**src/inc/adc_cfg_pkg.sv**
```systemverilog
/*
 * Shared constants and carriers for the converter configuration bank:
 * register addresses, storage masks, field positions, pattern codes and
 * the packed structs that carry serial pins and decoded settings.
 * Assumes one bank of 8-bit registers behind a 16-bit serial write word.
 */
package adc_cfg_pkg;

    ////////////////////////////////////////////////////////////////////
    // Register map
    localparam int NUM_REGS = 15;
    localparam logic [7:0] REG_RESET = 8'h00;
    localparam int IDX_CTRL = 0;
    localparam int IDX_SWING = 1;
    localparam int IDX_PERF1 = 2;
    localparam int IDX_GAIN = 3;
    localparam int IDX_DRIVE = 4;
    localparam int IDX_FMT = 5;
    localparam int IDX_UPAT_HI = 6;
    localparam int IDX_UPAT_LO = 7;
    localparam int IDX_CLKRISE = 8;
    localparam int IDX_CLKFALL = 9;
    localparam int IDX_PWR = 10;
    localparam int IDX_PERF2 = 11;
    localparam int IDX_PEDESTAL = 12;
    localparam int IDX_OFSLOOP = 13;
    localparam int IDX_SLOW = 14;
    localparam logic [7:0] ADDR_CTRL = 8'h00;
    // Address of each stored register, in index order
    localparam logic [7:0] REG_ADDR [NUM_REGS] = '{
        8'h00, 8'h01, 8'h03, 8'h25, 8'h26, 8'h3d, 8'h3f, 8'h40,
        8'h41, 8'h42, 8'h43, 8'h4a, 8'hbf, 8'hcf, 8'hdf};
    // Bits that hold state; fixed-zero positions are never stored
    localparam logic [7:0] REG_MASK [NUM_REGS] = '{
        8'h01, 8'hfc, 8'h03, 8'hff, 8'h03, 8'he0, 8'hff, 8'hfc,
        8'hff, 8'hcc, 8'h53, 8'h01, 8'hfc, 8'hbc, 8'h30};

    ////////////////////////////////////////////////////////////////////
    // Field positions
    localparam int CTRL_READOUT_BIT = 0;
    localparam int CTRL_SWRESET_BIT = 1;
    localparam int GAIN_BYPASS_BIT = 3;
    localparam int DRV_DATA_BIT = 0;
    localparam int DRV_CLK_BIT = 1;
    localparam int FMT_OFS_EN_BIT = 5;
    localparam int LAT_SHORT_OFF_BIT = 3;
    localparam int LAT_SLEEP_BIT = 2;
    localparam int PWR_FULL_OFF_BIT = 6;
    localparam int PWR_DRV_OFF_BIT = 4;
    localparam int PERF2_BIT = 0;
    localparam int OFS_HOLD_BIT = 7;
    localparam logic [1:0] SWING_ENABLE_ON = 2'h3;
    localparam logic [5:0] SWING_DEFAULT = 6'h00;

    ////////////////////////////////////////////////////////////////////
    // Test pattern codes and data path constants
    localparam logic [2:0] PAT_NORMAL = 3'h0;
    localparam logic [2:0] PAT_ZEROS = 3'h1;
    localparam logic [2:0] PAT_ONES = 3'h2;
    localparam logic [2:0] PAT_TOGGLE = 3'h3;
    localparam logic [2:0] PAT_RAMP = 3'h4;
    localparam logic [2:0] PAT_CUSTOM = 3'h5;
    localparam logic [3:0] GAIN_MAX_CODE = 4'hc;
    localparam int GAIN_FRAC = 12;
    localparam logic [1:0] RAMP_SLOW_LAST = 2'h3;
    localparam logic [3:0] SER_ADDR_LAST = 4'h7;
    localparam logic [3:0] SER_WORD_LAST = 4'hf;

    ////////////////////////////////////////////////////////////////////
    // Carriers
    typedef struct packed {
        logic serialSelectN;
        logic serialClock;
        logic serialInLine;
    } ser_pins_t;

    typedef struct packed {
        logic [5:0] swingCode;
        logic clockBufferDoubleDrive;
        logic dataBufferDoubleDrive;
        logic [1:0] performanceModeOneField;
        logic performanceModeTwoBit;
        logic shortPathOff;
        logic lightSleep;
        logic fullPowerOff;
        logic outputDriverOff;
        logic offsetLoopEnable;
        logic offsetLoopHold;
        logic [3:0] offsetLoopSpeed;
        logic [1:0] dataFormat;
    } cfg_t;

endpackage : adc_cfg_pkg

```
**src/design/two_entry_buffer.sv**
```systemverilog
/*
 * Two-entry buffer with valid/ready on both sides.
 * Assumes one clock and an asynchronous active-low reset.
 */
module two_entry_buffer #(
    parameter int WIDTH = 14
) (
    input wire logic clk,
    input wire logic arst_n,
    input wire logic [WIDTH-1:0] inData,
    input wire logic inValid,
    output logic inReady,
    output logic [WIDTH-1:0] outData,
    output logic outValid,
    input wire logic outReady
);

    if (WIDTH < 1) begin : gWidthCheck
        $error("two_entry_buffer: WIDTH must be at least 1");
    end

    logic [WIDTH-1:0] slot_r [2]; // Storage, written at wrPtr
    logic wrPtr_r; // Next slot to fill
    logic rdPtr_r; // Oldest slot
    logic [1:0] count_r; // Entries held, 0..2
    wire push = inValid && inReady;
    wire pop = outValid && outReady;

    // Full stalls the source; empty hides stale data
    assign inReady = (count_r != 2'h2);
    assign outValid = (count_r != 2'h0);
    assign outData = slot_r[rdPtr_r];

    ////////////////////////////////////////////////////////////////////
    // Pointers and occupancy
    always_ff @(posedge clk or negedge arst_n) begin
        if (!arst_n) begin
            wrPtr_r <= 1'b0;
            rdPtr_r <= 1'b0;
            count_r <= 2'h0;
        end else begin
            if (push) begin
                wrPtr_r <= ~wrPtr_r;
            end
            if (pop) begin
                rdPtr_r <= ~rdPtr_r;
            end
            count_r <= count_r + {1'b0, push} - {1'b0, pop};
        end
    end

    // Slot storage needs no reset; outValid masks it
    always_ff @(posedge clk) begin
        if (push) begin
            slot_r[wrPtr_r] <= inData;
        end
    end

endmodule : two_entry_buffer

```
**src/design/adc_serial_config.sv**
```systemverilog
/*
 * Configuration register bank of the converter: three-wire serial write
 * port, serial read-back on the shared over-range pin, decoded settings,
 * digital gain and test pattern generator in front of a two-entry buffer.
 * Assumes serial pins and the reset pin are asynchronous to clk and that
 * the serial clock is far slower than clk (clk samples it).
 */

module adc_serial_config
    import adc_cfg_pkg::*;
#(
    parameter int DATA_W = 14
) (
    input wire logic clk,
    input wire logic arst_n,
    input wire adc_cfg_pkg::ser_pins_t serPins,
    input wire logic resetPin,
    input wire logic [DATA_W-1:0] adcData,
    input wire logic adcValid,
    output logic adcReady,
    input wire logic overRange,
    output logic [DATA_W-1:0] outData,
    output logic outValid,
    input wire logic outReady,
    output logic overrangeOrReadbackPin,
    output adc_cfg_pkg::cfg_t cfg
);
    import adc_cfg_pkg::*;

    if (DATA_W != 12 && DATA_W != 14) begin : gWidthCheck
        $error("adc_serial_config: DATA_W must be 12 or 14");
    end

    ////////////////////////////////////////////////////////////////////
    // Pin synchronisers: first stage feeds only the second
    logic [3:0] syncA_r; // First stage
    logic [3:0] syncB_r; // Second stage, safe to use
    logic sclkLast_r; // Previous synced serial clock

    always_ff @(posedge clk or negedge arst_n) begin
        if (!arst_n) begin
            syncA_r <= 4'h1;
            syncB_r <= 4'h1;
            sclkLast_r <= 1'b0;
        end else begin
            syncA_r <= {serPins.serialClock, serPins.serialInLine,
                        resetPin, serPins.serialSelectN};
            syncB_r <= syncA_r;
            sclkLast_r <= syncB_r[3];
        end
    end

    wire selN = syncB_r[0]; // Serial select, active low
    wire hwReset = syncB_r[1]; // Reset pin, active high
    wire sdIn = syncB_r[2]; // Serial data
    // Falling serial clock edge inside a frame
    wire sclkFall = sclkLast_r && !syncB_r[3] && !selN;

    ////////////////////////////////////////////////////////////////////
    // Serial word capture
    logic [3:0] bitCnt_r; // Edges seen in the current word
    logic [14:0] shift_r; // Bits received so far, MSB first
    logic [7:0] rbShift_r; // Read-back data, MSB on the pin

    wire addrDone = sclkFall && (bitCnt_r == SER_ADDR_LAST);
    wire wordDone = sclkFall && (bitCnt_r == SER_WORD_LAST);
    wire [7:0] rxAddr = shift_r[14:7]; // Address at word end
    wire [7:0] rxData = {shift_r[6:0], sdIn}; // Data at word end
    wire [7:0] rbAddr = {shift_r[6:0], sdIn}; // Address at 8th edge

    // Counter restarts whenever select goes high; extra bits past a
    // multiple of 16 never reach a 16th edge and are dropped
    always_ff @(posedge clk or negedge arst_n) begin
        if (!arst_n) begin
            bitCnt_r <= 4'h0;
            shift_r <= 15'h0000;
        end else if (selN) begin
            bitCnt_r <= 4'h0;
        end else if (sclkFall) begin
            bitCnt_r <= bitCnt_r + 4'h1;
            shift_r <= {shift_r[13:0], sdIn};
        end
    end

    ////////////////////////////////////////////////////////////////////
    // Register bank
    logic [7:0] regs_r [NUM_REGS]; // Stored bits only
    logic [NUM_REGS-1:0] wrHit; // Per-register write strobe

    // Read-back value of an address; unmapped and address 0 read zero
    function automatic logic [7:0] regRead(input logic [7:0] addr,
                                           input logic [7:0] r [NUM_REGS]);
        logic [7:0] v;
        v = 8'h00;
        for (int k = 1; k < NUM_REGS; k++) begin
            if (addr == REG_ADDR[k]) begin
                v = r[k];
            end
        end
        return v;
    endfunction : regRead

    wire readout = regs_r[IDX_CTRL][CTRL_READOUT_BIT];
    // Only address 0 may be written while read-back is on
    wire wrOpen = !readout || (rxAddr == ADDR_CTRL);
    // Software reset: write to address 0 with the reset bit high
    wire swReset = wordDone && wrOpen && (rxAddr == ADDR_CTRL)
                   && rxData[CTRL_SWRESET_BIT];
    wire clrAll = hwReset || swReset;

    // One strobe per register; no hit at all for unmapped addresses
    for (genvar i = 0; i < NUM_REGS; i++) begin : gRegs
        assign wrHit[i] = wordDone && wrOpen
                          && (rxAddr == REG_ADDR[i]);

        // Whole byte lands in one edge; reset bit itself is never kept
        always_ff @(posedge clk or negedge arst_n) begin
            if (!arst_n) begin
                regs_r[i] <= REG_RESET;
            end else if (clrAll) begin
                regs_r[i] <= REG_RESET;
            end else if (wrHit[i]) begin
                regs_r[i] <= rxData & REG_MASK[i];
            end
        end
    end

    ////////////////////////////////////////////////////////////////////
    // Read-back shifter and shared pin
    // Loaded at the address edge so D7 is on the pin before the host
    // samples it on the next falling edge
    always_ff @(posedge clk or negedge arst_n) begin
        if (!arst_n) begin
            rbShift_r <= 8'h00;
        end else if (addrDone) begin
            rbShift_r <= regRead(rbAddr, regs_r);
        end else if (sclkFall) begin
            rbShift_r <= {rbShift_r[6:0], 1'b0};
        end
    end

    // Pin comes straight from a flop in both uses
    always_ff @(posedge clk or negedge arst_n) begin
        if (!arst_n) begin
            overrangeOrReadbackPin <= 1'b0;
        end else if (readout) begin
            overrangeOrReadbackPin <= rbShift_r[7];
        end else begin
            overrangeOrReadbackPin <= overRange;
        end
    end

    ////////////////////////////////////////////////////////////////////
    // Decoded settings
    wire [1:0] swingEn = regs_r[IDX_PWR][1:0];
    wire swingOn = (swingEn == SWING_ENABLE_ON);
    wire shortOff = regs_r[IDX_CLKFALL][LAT_SHORT_OFF_BIT];

    // Settings register once more so they change on one edge together
    always_ff @(posedge clk or negedge arst_n) begin
        if (!arst_n) begin
            cfg <= '0;
        end else begin
            cfg.swingCode <= swingOn ? regs_r[IDX_SWING][7:2]
                                     : SWING_DEFAULT;
            cfg.clockBufferDoubleDrive <=
                regs_r[IDX_DRIVE][DRV_CLK_BIT];
            cfg.dataBufferDoubleDrive <=
                regs_r[IDX_DRIVE][DRV_DATA_BIT];
            // Codes 01/10 are passed through untouched; host avoids them
            cfg.performanceModeOneField <= regs_r[IDX_PERF1][1:0];
            cfg.performanceModeTwoBit <= regs_r[IDX_PERF2][PERF2_BIT];
            cfg.shortPathOff <= shortOff;
            cfg.lightSleep <= regs_r[IDX_CLKFALL][LAT_SLEEP_BIT];
            cfg.fullPowerOff <= regs_r[IDX_PWR][PWR_FULL_OFF_BIT];
            cfg.outputDriverOff <= regs_r[IDX_PWR][PWR_DRV_OFF_BIT];
            cfg.offsetLoopEnable <=
                regs_r[IDX_FMT][FMT_OFS_EN_BIT] && shortOff;
            cfg.offsetLoopHold <= regs_r[IDX_OFSLOOP][OFS_HOLD_BIT];
            cfg.offsetLoopSpeed <= regs_r[IDX_OFSLOOP][5:2];
            cfg.dataFormat <= regs_r[IDX_FMT][7:6];
        end
    end

    ////////////////////////////////////////////////////////////////////
    // Digital gain
    // Q2.12 factors for 0..6 dB in 0.5 dB steps; codes past 6 dB give 0 dB
    function automatic logic [13:0] gainFactor(input logic [3:0] code);
        logic [13:0] f;
        case (code)
            4'h1: f = 14'h10f3;
            4'h2: f = 14'h11f4;
            4'h3: f = 14'h1304;
            4'h4: f = 14'h1425;
            4'h5: f = 14'h1556;
            4'h6: f = 14'h169a;
            4'h7: f = 14'h17f1;
            4'h8: f = 14'h195c;
            4'h9: f = 14'h1add;
            4'ha: f = 14'h1c74;
            4'hb: f = 14'h1e24;
            4'hc: f = 14'h1fed;
            default: f = 14'h1000;
        endcase
        return f;
    endfunction : gainFactor

    localparam int PW = DATA_W + 15; // Product width
    localparam logic signed [PW-1:0] SAT_HI = PW'(2 ** (DATA_W - 1) - 1);
    localparam logic signed [PW-1:0] SAT_LO = -SAT_HI - PW'(1);

    wire [3:0] gainCode = regs_r[IDX_GAIN][7:4];
    // Gain only with bypass clear and low latency off
    wire gainOn = !regs_r[IDX_GAIN][GAIN_BYPASS_BIT] && shortOff
                  && (gainCode <= GAIN_MAX_CODE);
    wire signed [PW-1:0] gainProd =
        PW'($signed(adcData) * $signed({1'b0, gainFactor(gainCode)}));
    wire signed [PW-1:0] gainShift = gainProd >>> GAIN_FRAC;
    // Saturate instead of wrapping so large gains clip cleanly
    wire [DATA_W-1:0] gainSat =
        (gainShift > SAT_HI) ? SAT_HI[DATA_W-1:0] :
        (gainShift < SAT_LO) ? SAT_LO[DATA_W-1:0] :
        gainShift[DATA_W-1:0];
    wire [DATA_W-1:0] gained = gainOn ? gainSat : adcData;

    ////////////////////////////////////////////////////////////////////
    // Test pattern generator
    logic [DATA_W-1:0] ramp_r; // Ramp value, wraps at full scale
    logic [1:0] rampDiv_r; // Prescaler for the 12-bit ramp
    logic togglePh_r; // Low when the next toggle word is 0101

    wire [2:0] patSel = regs_r[IDX_GAIN][2:0];
    wire [13:0] userPat = {regs_r[IDX_UPAT_HI],
                           regs_r[IDX_UPAT_LO][7:2]};
    wire [DATA_W-1:0] toggleWord =
        {(DATA_W / 2){togglePh_r ? 2'h2 : 2'h1}};
    wire rampStep = (DATA_W == 14) ? 1'b1 :
                    (rampDiv_r == RAMP_SLOW_LAST);

    // Patterns replace samples only while low latency is off;
    // unused codes fall back to normal data
    logic [DATA_W-1:0] patWord; // Word loaded into the output stage
    always_comb begin
        patWord = gained;
        if (shortOff) begin
            case (patSel)
                PAT_ZEROS: patWord = '0;
                PAT_ONES: patWord = '1;
                PAT_TOGGLE: patWord = toggleWord;
                PAT_RAMP: patWord = ramp_r;
                PAT_CUSTOM: patWord = userPat[13 -: DATA_W];
                default: patWord = gained;
            endcase
        end
    end

    ////////////////////////////////////////////////////////////////////
    // Output stage and buffer
    logic [DATA_W-1:0] stgData_r; // Processed sample
    logic stgValid_r; // Stage holds a word
    logic bufInReady; // Buffer can take the stage word

    // Stage moves when empty or draining; a stall reaches adcReady
    assign adcReady = !stgValid_r || bufInReady;
    wire take = adcValid && adcReady;

    // Pattern counters advance once per accepted sample; the 12-bit ramp only on every fourth
    always_ff @(posedge clk or negedge arst_n) begin
        if (!arst_n) begin
            ramp_r <= '0;
            rampDiv_r <= 2'h0;
            togglePh_r <= 1'b0;
        end else if (take) begin
            togglePh_r <= ~togglePh_r;
            rampDiv_r <= rampDiv_r + 2'h1;
            if (rampStep) begin
                ramp_r <= ramp_r + DATA_W'(1);
            end
        end
    end

    always_ff @(posedge clk or negedge arst_n) begin
        if (!arst_n) begin
            stgValid_r <= 1'b0;
            stgData_r <= '0;
        end else if (take) begin
            stgValid_r <= 1'b1;
            stgData_r <= patWord;
        end else if (bufInReady) begin
            stgValid_r <= 1'b0;
        end
    end

    two_entry_buffer #(
        .WIDTH(DATA_W)
    ) uBuffer (
        .clk(clk),
        .arst_n(arst_n),
        .inData(stgData_r),
        .inValid(stgValid_r),
        .inReady(bufInReady),
        .outData(outData),
        .outValid(outValid),
        .outReady(outReady)
    );

endmodule : adc_serial_config

```
**config.mk**
```make
export PLATFORM = sky130hd
export DESIGN_NAME = adc_serial_config
export DESIGN_NICKNAME = d
export VERILOG_FILES = /design/src/inc/adc_cfg_pkg.sv /design/src/design/two_entry_buffer.sv /design/src/design/adc_serial_config.sv
export SDC_FILE = /design/constraint.sdc
export NUM_CORES = 1
export LEC_CHECK = 0
export BUFFER_PORTS_ARGS = -buffer_cell sky130_fd_sc_hd__buf_2
export CAP_MARGIN = 20
export CORE_UTILIZATION = 40
export DETAILED_ROUTE_END_ITERATION = 12
export MAX_ROUTING_LAYER = met4
export PLACE_DENSITY = 0.61
export SYNTH_ARGS = -nofsm -noshare
export SYNTH_HDL_FRONTEND = slang
export SYNTH_SLANG_ARGS = --single-unit
```
**constraint.sdc**
```tcl
create_clock -name clk -period 8.2 [get_ports clk]
set_input_delay 0.41 -clock clk [delete_from_list [all_inputs] [get_ports clk]]
set_output_delay 0.41 -clock clk [all_outputs]
set_load 0.02 [all_outputs]
```
==> qor.csv, run 1 <==
stage,metric,value,unit
status,outcome,"finished, final reports clean",
route,drt_iter0_markers,781,
power,power.leakage,7.95,nW
cts,numCtsBuffers,17,
yosys,synth_adder_area_share,26.1,%
critical_path,cp-start-kind,register,
route,drtPass1Iterations,6,
finish,area_growth,9.03,%
yosys,synth_top_area_share,25.6,%
yosys,synth_area_per_cell,9.63,um^2
critical_path,crit_type,register to register,
die,die_w,198,um
finish,layout.nets,1891,
yosys,synth_xor_area_share,1.99,%
route,wl_per_cell,18.2,um
cts,hold_buffers,0,
cts,cts_tree,done,
sta,tightest_slew,1.00,ns
global_routing,grt_pass1_vias,11600,
critical_path,critPathMaxFanout,14,
critical_path,arrival,8.10,ns
job,max-cap-violations,0,
cts,cts.clk_slew.worst_paths,0.07,ns
yosys,synth_compound_area_share,10.3,%
yosys,post-synth-top-count-cell,inv_1,
finish,num-fill-cells,3686,
critical_path,crit_slowest_cell,fa_1,
yosys,synth-simple-area-share,16.6,%
cts,cts_max_path_buffers,2,
placement,hpwl,29.2,mm
yosys,synth_top_family_by_area,adder cells,
die,initial_core_util,40.8,%
yosys,postSynthCellCount,1602,
yosys,ys_top_cells_by_area,"dfrtp_1, fa_1, ha_1",
global_routing,overflow,0,
critical_path,worstReg2RegEnd,stgData_r[3],
sta,clock_skew,0.0110,ns
yosys,syn-cell-area,15400,um^2
sta,rsz0062_at_grt,false,
die,die_h,198,um
yosys,synth_top_flop_cell,dfrtp_1,
yosys,yosysTopAreaCell,dfrtp_1,
critical_path,r2r-start,gainCode[0],
critical_path,crit_path_end,stgData_r[3],
route,postRouteAntennaNets,0,
route,vias,11300,
finish,drive_gt1_share,10.2,%
sta,fmax,129,MHz
critical_path,ff2ff_path_depth,32,
critical_path,max_stage_delay,0.57,ns
critical_path,critPathLaunch,gainCode[0],
power,irDropWorstVdd,0.147,mV
yosys,synth.area.mux_share,6.56,%
die,dieArea,39400,um^2
cts,cts-root-buf,clkbuf_16,
sta,setup_ws,0.428,ns
sta,fin_tns_setup,0,ns
placement,gp_congestion,0.862,
yosys,synth_common_cells,"inv_1, nand2_1, dfrtp_1, fa_1, nor2_1",
die,io_pins,63,
sta,finalCriticalPeriod,7.77,ns
critical_path,crit_top_cell,inv_1,
sta,slew-limit-headroom,33.1,%
cts,ctsHtreeMaxLevel,4,
global_routing,grt.total_usage,21.7,%
critical_path,r2r_setup_slack,0.43,ns
yosys,seq_area_frac_synth,31.4,%
route,vias_per_cell,5.28,
global_routing,grt_antenna_before_repair,1,
die,core_area,37800,um^2
sta,fin_crit_sh,94.8,%
power,powerDensity,157,nW/um^2
die,num_rows,71,
placement,dp_slack,0.216,ns
yosys,syn_nets,1869,
placement,io_buffers,62,
sta,finalHoldViolations,0,
yosys,yosysUniqueCellTypes,82,
route,post-route-drc-count,0,
global_routing,grt_pass1_wl,63.8,mm
critical_path,cp.required,8.53,ns
yosys,synth_seq_cells,188,
worst_hold_path,hp-class,input pin to asynchronous set/reset pin,
cts,worstSkewPairLatency,0.45,ns
sta,finalSetupViolCount,0,
yosys,async_flop_share,85.1,%
cts,numClockSinks,188,
global_routing,grt_max_degree,96,
yosys,yosys_warnings,0,
route,wirelength,39.1,mm
yosys,synth_edf_count,28,
critical_path,end_kind,register,
sta,slew_viol_final,0,
cell families (layout without fill, tap and decap cells):
family,after synthesis,in the layout
AOI/OAI and AO/OA,230,230
xor gates and xnor gates,35,35
adders and majority gates,244,244
buffers and inverters,283,318
DFF,188,188
muxes,99,99
other,0,2
and+or+nand+nor,523,523
power breakdown:
part / leakage [nW] / internal, mW / total [mW] / switching (mW)
logic: 5.25 / 0.243 / 0.620 / 0.377
registers: 2.42 / 1.08 / 1.20 / 0.122
clock network: 0.280 / 0.436 / 0.816 / 0.380
state kept, by name, indices dropped and copies added, names as in the netlist, 2 cells and up:
signal / count
bitCnt_r: 4
rbShift_r: 8
shift_r: 15
ramp_r: 14
uBuffer.count_r: 2
stgData_r: 14
uBuffer.slot_r: 28
cfg: 23
patSel: 3
syncB_r: 4
syncA_r: 4
gainCode: 4
regs_r: 58
stage by stage:
stage | util, % | power, mW | hold slack [ns] | instances | cell area, um^2
after floorplan | - | 1.63 | 0.114 | 1602 | 15400
after global placement | 42.8 | 1.82 | 0.334 | 2111 | 16200
after detailed placement | 42.8 | 1.84 | 0.336 | 2112 | 16200
after CTS | 44.3 | 2.66 | 0.0335 | 2144 | 16800
after global routing | 44.4 | 2.77 | 0.0395 | 2149 | 16800
final | 44.4 | 2.64 | 0.0470 | 2150 | 16800
per-layer routing:
| layer | up-vias | global-route usage (%) | wire length (um) |
|---|---|---|---|
| li1 | 5330 | - | - |
| met1 | 5693 | 30.0 | 18600 |
| met2 | 278 | 33.6 | 17900 |
| met3 | 42 | 3.05 | 1910 |
| met4 | 0 | 5.37 | 592 |
| met5 | - | - | 0 |
how the worst min path moves through the flow:
stage | cells past startpoint | endpoint | slack (ns)
2_1_floorplan | 0 | bitCnt_r[0] | 0.11
3_3_place_gp | 0 | syncB_r[2] | 0.33
3_5_place_dp | 0 | syncB_r[3] | 0.34
4_1_cts | 1 | syncA_r[0] | 0.03
5_1_grt | 1 | syncA_r[0] | 0.04
6_report | 1 | cfg[17] | 0.05
repair_timing:
item                                    4_1_cts  5_1_grt
endpoints found under the setup margin        0       13
buffers inserted                              0        3
resized for setup                             0        3
critical path, delay by kind of cell, from the launching register on:
family                   cells  cell delay [ns]
adder cells (fa/ha/maj)      8             3.63
AO/OA/AOI/OAI                8             1.35
AND/OR/NAND/NOR              6             1.19
buffers and inverters       10             0.92
flip-flops                   1             0.50
layout make-up:
type / count / area [um^2] / area share [%]
Antenna cell: 2 / 5.00 / 0.0298
Clock buffer: 20 / 447 / 2.66
Clock inverter: 12 / 131 / 0.781
Inverter: 199 / 747 / 4.44
Multi-Input combinational cell: 1131 / 9490 / 56.5
Sequential cell: 188 / 4850 / 28.8
Tap cell: 511 / 639 / 3.80
Timing Repair Buffer: 87 / 508 / 3.02
cell usage in the layout, fill, tap and decap left out, drive strengths merged, types with 6 or more instances in the layout:
master  netlist  final
nand2b       13     13
ha          114    114
xor2         10     10
buf          20     87
a22oi        16     16
mux2i        82     82
o21ai        61     61
fa          130    130
a21o         10     10
a21oi        49     49
dfrtp       158    158
nor3         14     14
xnor2        25     25
o211ai       21     21
inv         199    204
nand4         8      8
and3         20     20
mux2         17     17
or3           6      6
nor2b        11     11
clkbuf       64     20
nand2       183    183
edfxtp       28     28
and2         85     85
nor2        123    123
o21a         19     19
nand3        37     37
(Power assumes the default switching activity.)
==> inputs of run 2 (changes only) <==
- RECOVER_POWER: not set -> 25
==> run 2 against run 1 <==
Wire length about the same. Highest routed layer unchanged. Critical path type unchanged. The run now ends with capacitance limit, slew limit left. Die area unchanged. Clock power about the same. Count of clock-buffer cells in the layout unchanged. Fmax unchanged. Hold slack better by 0.0058 ns. Non-clock buffer count unchanged. Clock skew unchanged. Sequential power about the same.
==> qor.csv, run 2 (synthesized netlist as in run 1, its figures left out) <==
stage,metric,value,unit,change
cts,numCtsBuffers,17,,unchanged
global_routing,grt.total_usage,21.7,%,unchanged
global_routing,top_usage_layer,met2,,
power,powerDensity,157,nW/um^2,about the same
critical_path,end_kind,register,,
critical_path,crit_top_cell,inv_1,,
placement,io_buffers,62,,unchanged
job,max-cap-violations,1,,+1
power,p_int,1.76,mW,about the same
power,p_sw,0.878,mW,about the same
critical_path,cp.required,8.53,ns,about the same
finish,drive_gt1_share,10.1,%,-0.061 points
power,power,2.63,mW,about the same
route,postRouteAntennaNets,0,,unchanged
sta,fin_crit_sh,94.8,%,unchanged
sta,finalSetupViolCount,0,,unchanged
power,clockPowerShare,31.0,%,about the same
finish,final_common_cell,inv_1,,
cts,numClockSinks,188,,unchanged
finish,mostFrequentLayoutCells,"inv_1, nand2_1, dfrtp_1",,
cts,cts_max_path_buffers,2,,unchanged
route,drt_iter0_markers,781,,unchanged
worst_hold_path,hp-class,input pin to register,,
route,vias_per_cell,5.28,,about the same
sta,finalCriticalPeriod,7.77,ns,unchanged
cts,cts-root-buf,clkbuf_16,,
sta,fin_tns_setup,0,ns,unchanged
sta,slew_viol_final,96,,+96
global_routing,grt_max_degree,96,,unchanged
global_routing,grt_antenna_before_repair,1,,unchanged
cts,worstSkewPairLatency,0.45,ns,about the same
cts,hold_buffers,0,,unchanged
critical_path,r2r_setup_slack,0.43,ns,about the same
finish,regMostFlops,regs_r,,
critical_path,max_stage_delay,0.57,ns,about the same
power,share_seq_of_total_power,45.5,%,about the same
global_routing,met1_usage,30.0,%,unchanged
die,initial_core_util,40.8,%,unchanged
power,irDropWorstVdd,0.147,mV,about the same
sta,tightest_slew,5.14,ns,+4.14 ns
finish,final_core_util,44.4,%,about the same
power,power.leakage,7.94,nW,about the same
power,p_comb_share,23.5,%,about the same
placement,dp_cells,2112,,unchanged
sta,clock_skew,0.0110,ns,unchanged
global_routing,grt_pass1_vias,11600,,unchanged
critical_path,arrival,8.10,ns,about the same
die,core_area,37800,um^2,unchanged
status,outcome,finished with violations,,
route,wirelength,39.1,mm,about the same
critical_path,crit_slowest_cell,fa_1,,
sta,finalHoldViolations,0,,unchanged
cts,cts_tree,done,,
placement,gp_congestion,0.862,,unchanged
sta,rsz0062_at_grt,false,,
route,vias,11300,,+0.0088%
die,num_rows,71,,unchanged
cts,ctsHtreeMaxLevel,4,,unchanged
critical_path,critPathMaxFanout,14,,unchanged
die,dieArea,39400,um^2,unchanged
finish,area_growth,8.98,%,about the same
power,power.share.switching,33.3,%,about the same
global_routing,overflow,0,,unchanged
route,wl_per_cell,18.2,um,about the same
placement,hpwl,29.2,mm,unchanged
die,io_pins,63,,unchanged
status,violations,"capacitance limit, slew limit",,
global_routing,grt_util_met2,33.6,%,unchanged
finish,layout.nets,1891,,unchanged
global_routing,grt_pass1_wl,63.8,mm,unchanged
critical_path,crit_type,register to register,,
sta,slew-limit-headroom,-242,%,-280 points
finish,reg_top3,"regs_r x58, uBuffer.slot_r x28, cfg x23",,
route,drtPass1Iterations,6,,unchanged
critical_path,cp-start-kind,register,,
cts,cts.clk_slew.worst_paths,0.07,ns,about the same
route,post-route-drc-count,0,,unchanged
global_routing,grt_util_met3,3.05,%,unchanged
finish,largest_register_ffs,58,,unchanged
finish,fin_cells,2150,,unchanged
sta,fmax,129,MHz,unchanged
die,die_w,198,um,unchanged
die,die_h,198,um,unchanged
==> run 2: changes by cell type in the layout (fill, tap and decap cells not counted), sizes merged <==
cell	delta
buf	-1
clkbuf	+1
==> run 2: area by class of cell <==
type                            count  area, um^2
Antenna cell                        2        5.00
Clock inverter                     12         131
Fill cell                        3688       21000
Inverter                          199         747
Tap cell                          511         639
Sequential cell                   188        4850
Clock buffer                       20         447
Multi-Input combinational cell   1131        9490
Timing Repair Buffer               87         500
==> run 2: worst paths after layout <==
check / depth (start not counted) / end / start
min reg2reg: 0 / syncB_r[1] / syncA_r[1]
max: 32 / stgData_r[3] / gainCode[0]
max reg2reg: 32 / stgData_r[3] / gainCode[0]
min: 1 / syncA_r[0] / serPins[2]
min in group asynchronous: 1 / cfg[17] / arst_n
max in group asynchronous: 1 / regs_r[80] / arst_n
==> run 2: metal layers <==
metal / vias to the layer above / wire (um)
met2: 278 / 17900
met3: 42 / 1910
met1: 5694 / 18600
met4: 0 / 592
met5: - / 0
li1: 5330 / -
==> run 2: repair_timing <==
item / CTS / global route
setup endpoints to repair: 0 / 13
resized for setup: 0 / 3
setup buffers: 0 / 3
==> run 2: worst max-delay path: cells and delay by family, from the launching register on <==
family / cells / cell delay [ns]
DFF: 1 / 0.50
AOI/OAI and AO/OA: 8 / 1.35
adders and majority gates: 8 / 3.63
and+or+nand+nor: 6 / 1.19
buffers and inverters: 10 / 0.92
==> run 2: stage by stage <==
step | hold WS [ns] | area (um^2) | setup WS [ns]
CTS | 0.0335 | 16800 | 0.174
finish | 0.0527 | 16800 | 0.428
detailed placement | 0.336 | 16200 | 0.216
global placement | 0.334 | 16200 | 0.344
floorplan | 0.114 | 15400 | 0.888
global route | 0.0395 | 16800 | 0.0406
==> run 2: power by group through the flow <==
stage          clock (mW)  combinational [mW]  sequential (mW)
3_5_place_dp            0               0.620             1.22
5_1_grt             0.868               0.690             1.22
6_report            0.816               0.620             1.20
4_1_cts             0.835               0.625             1.20
2_1_floorplan           0               0.480             1.15
3_3_place_gp            0               0.611             1.21
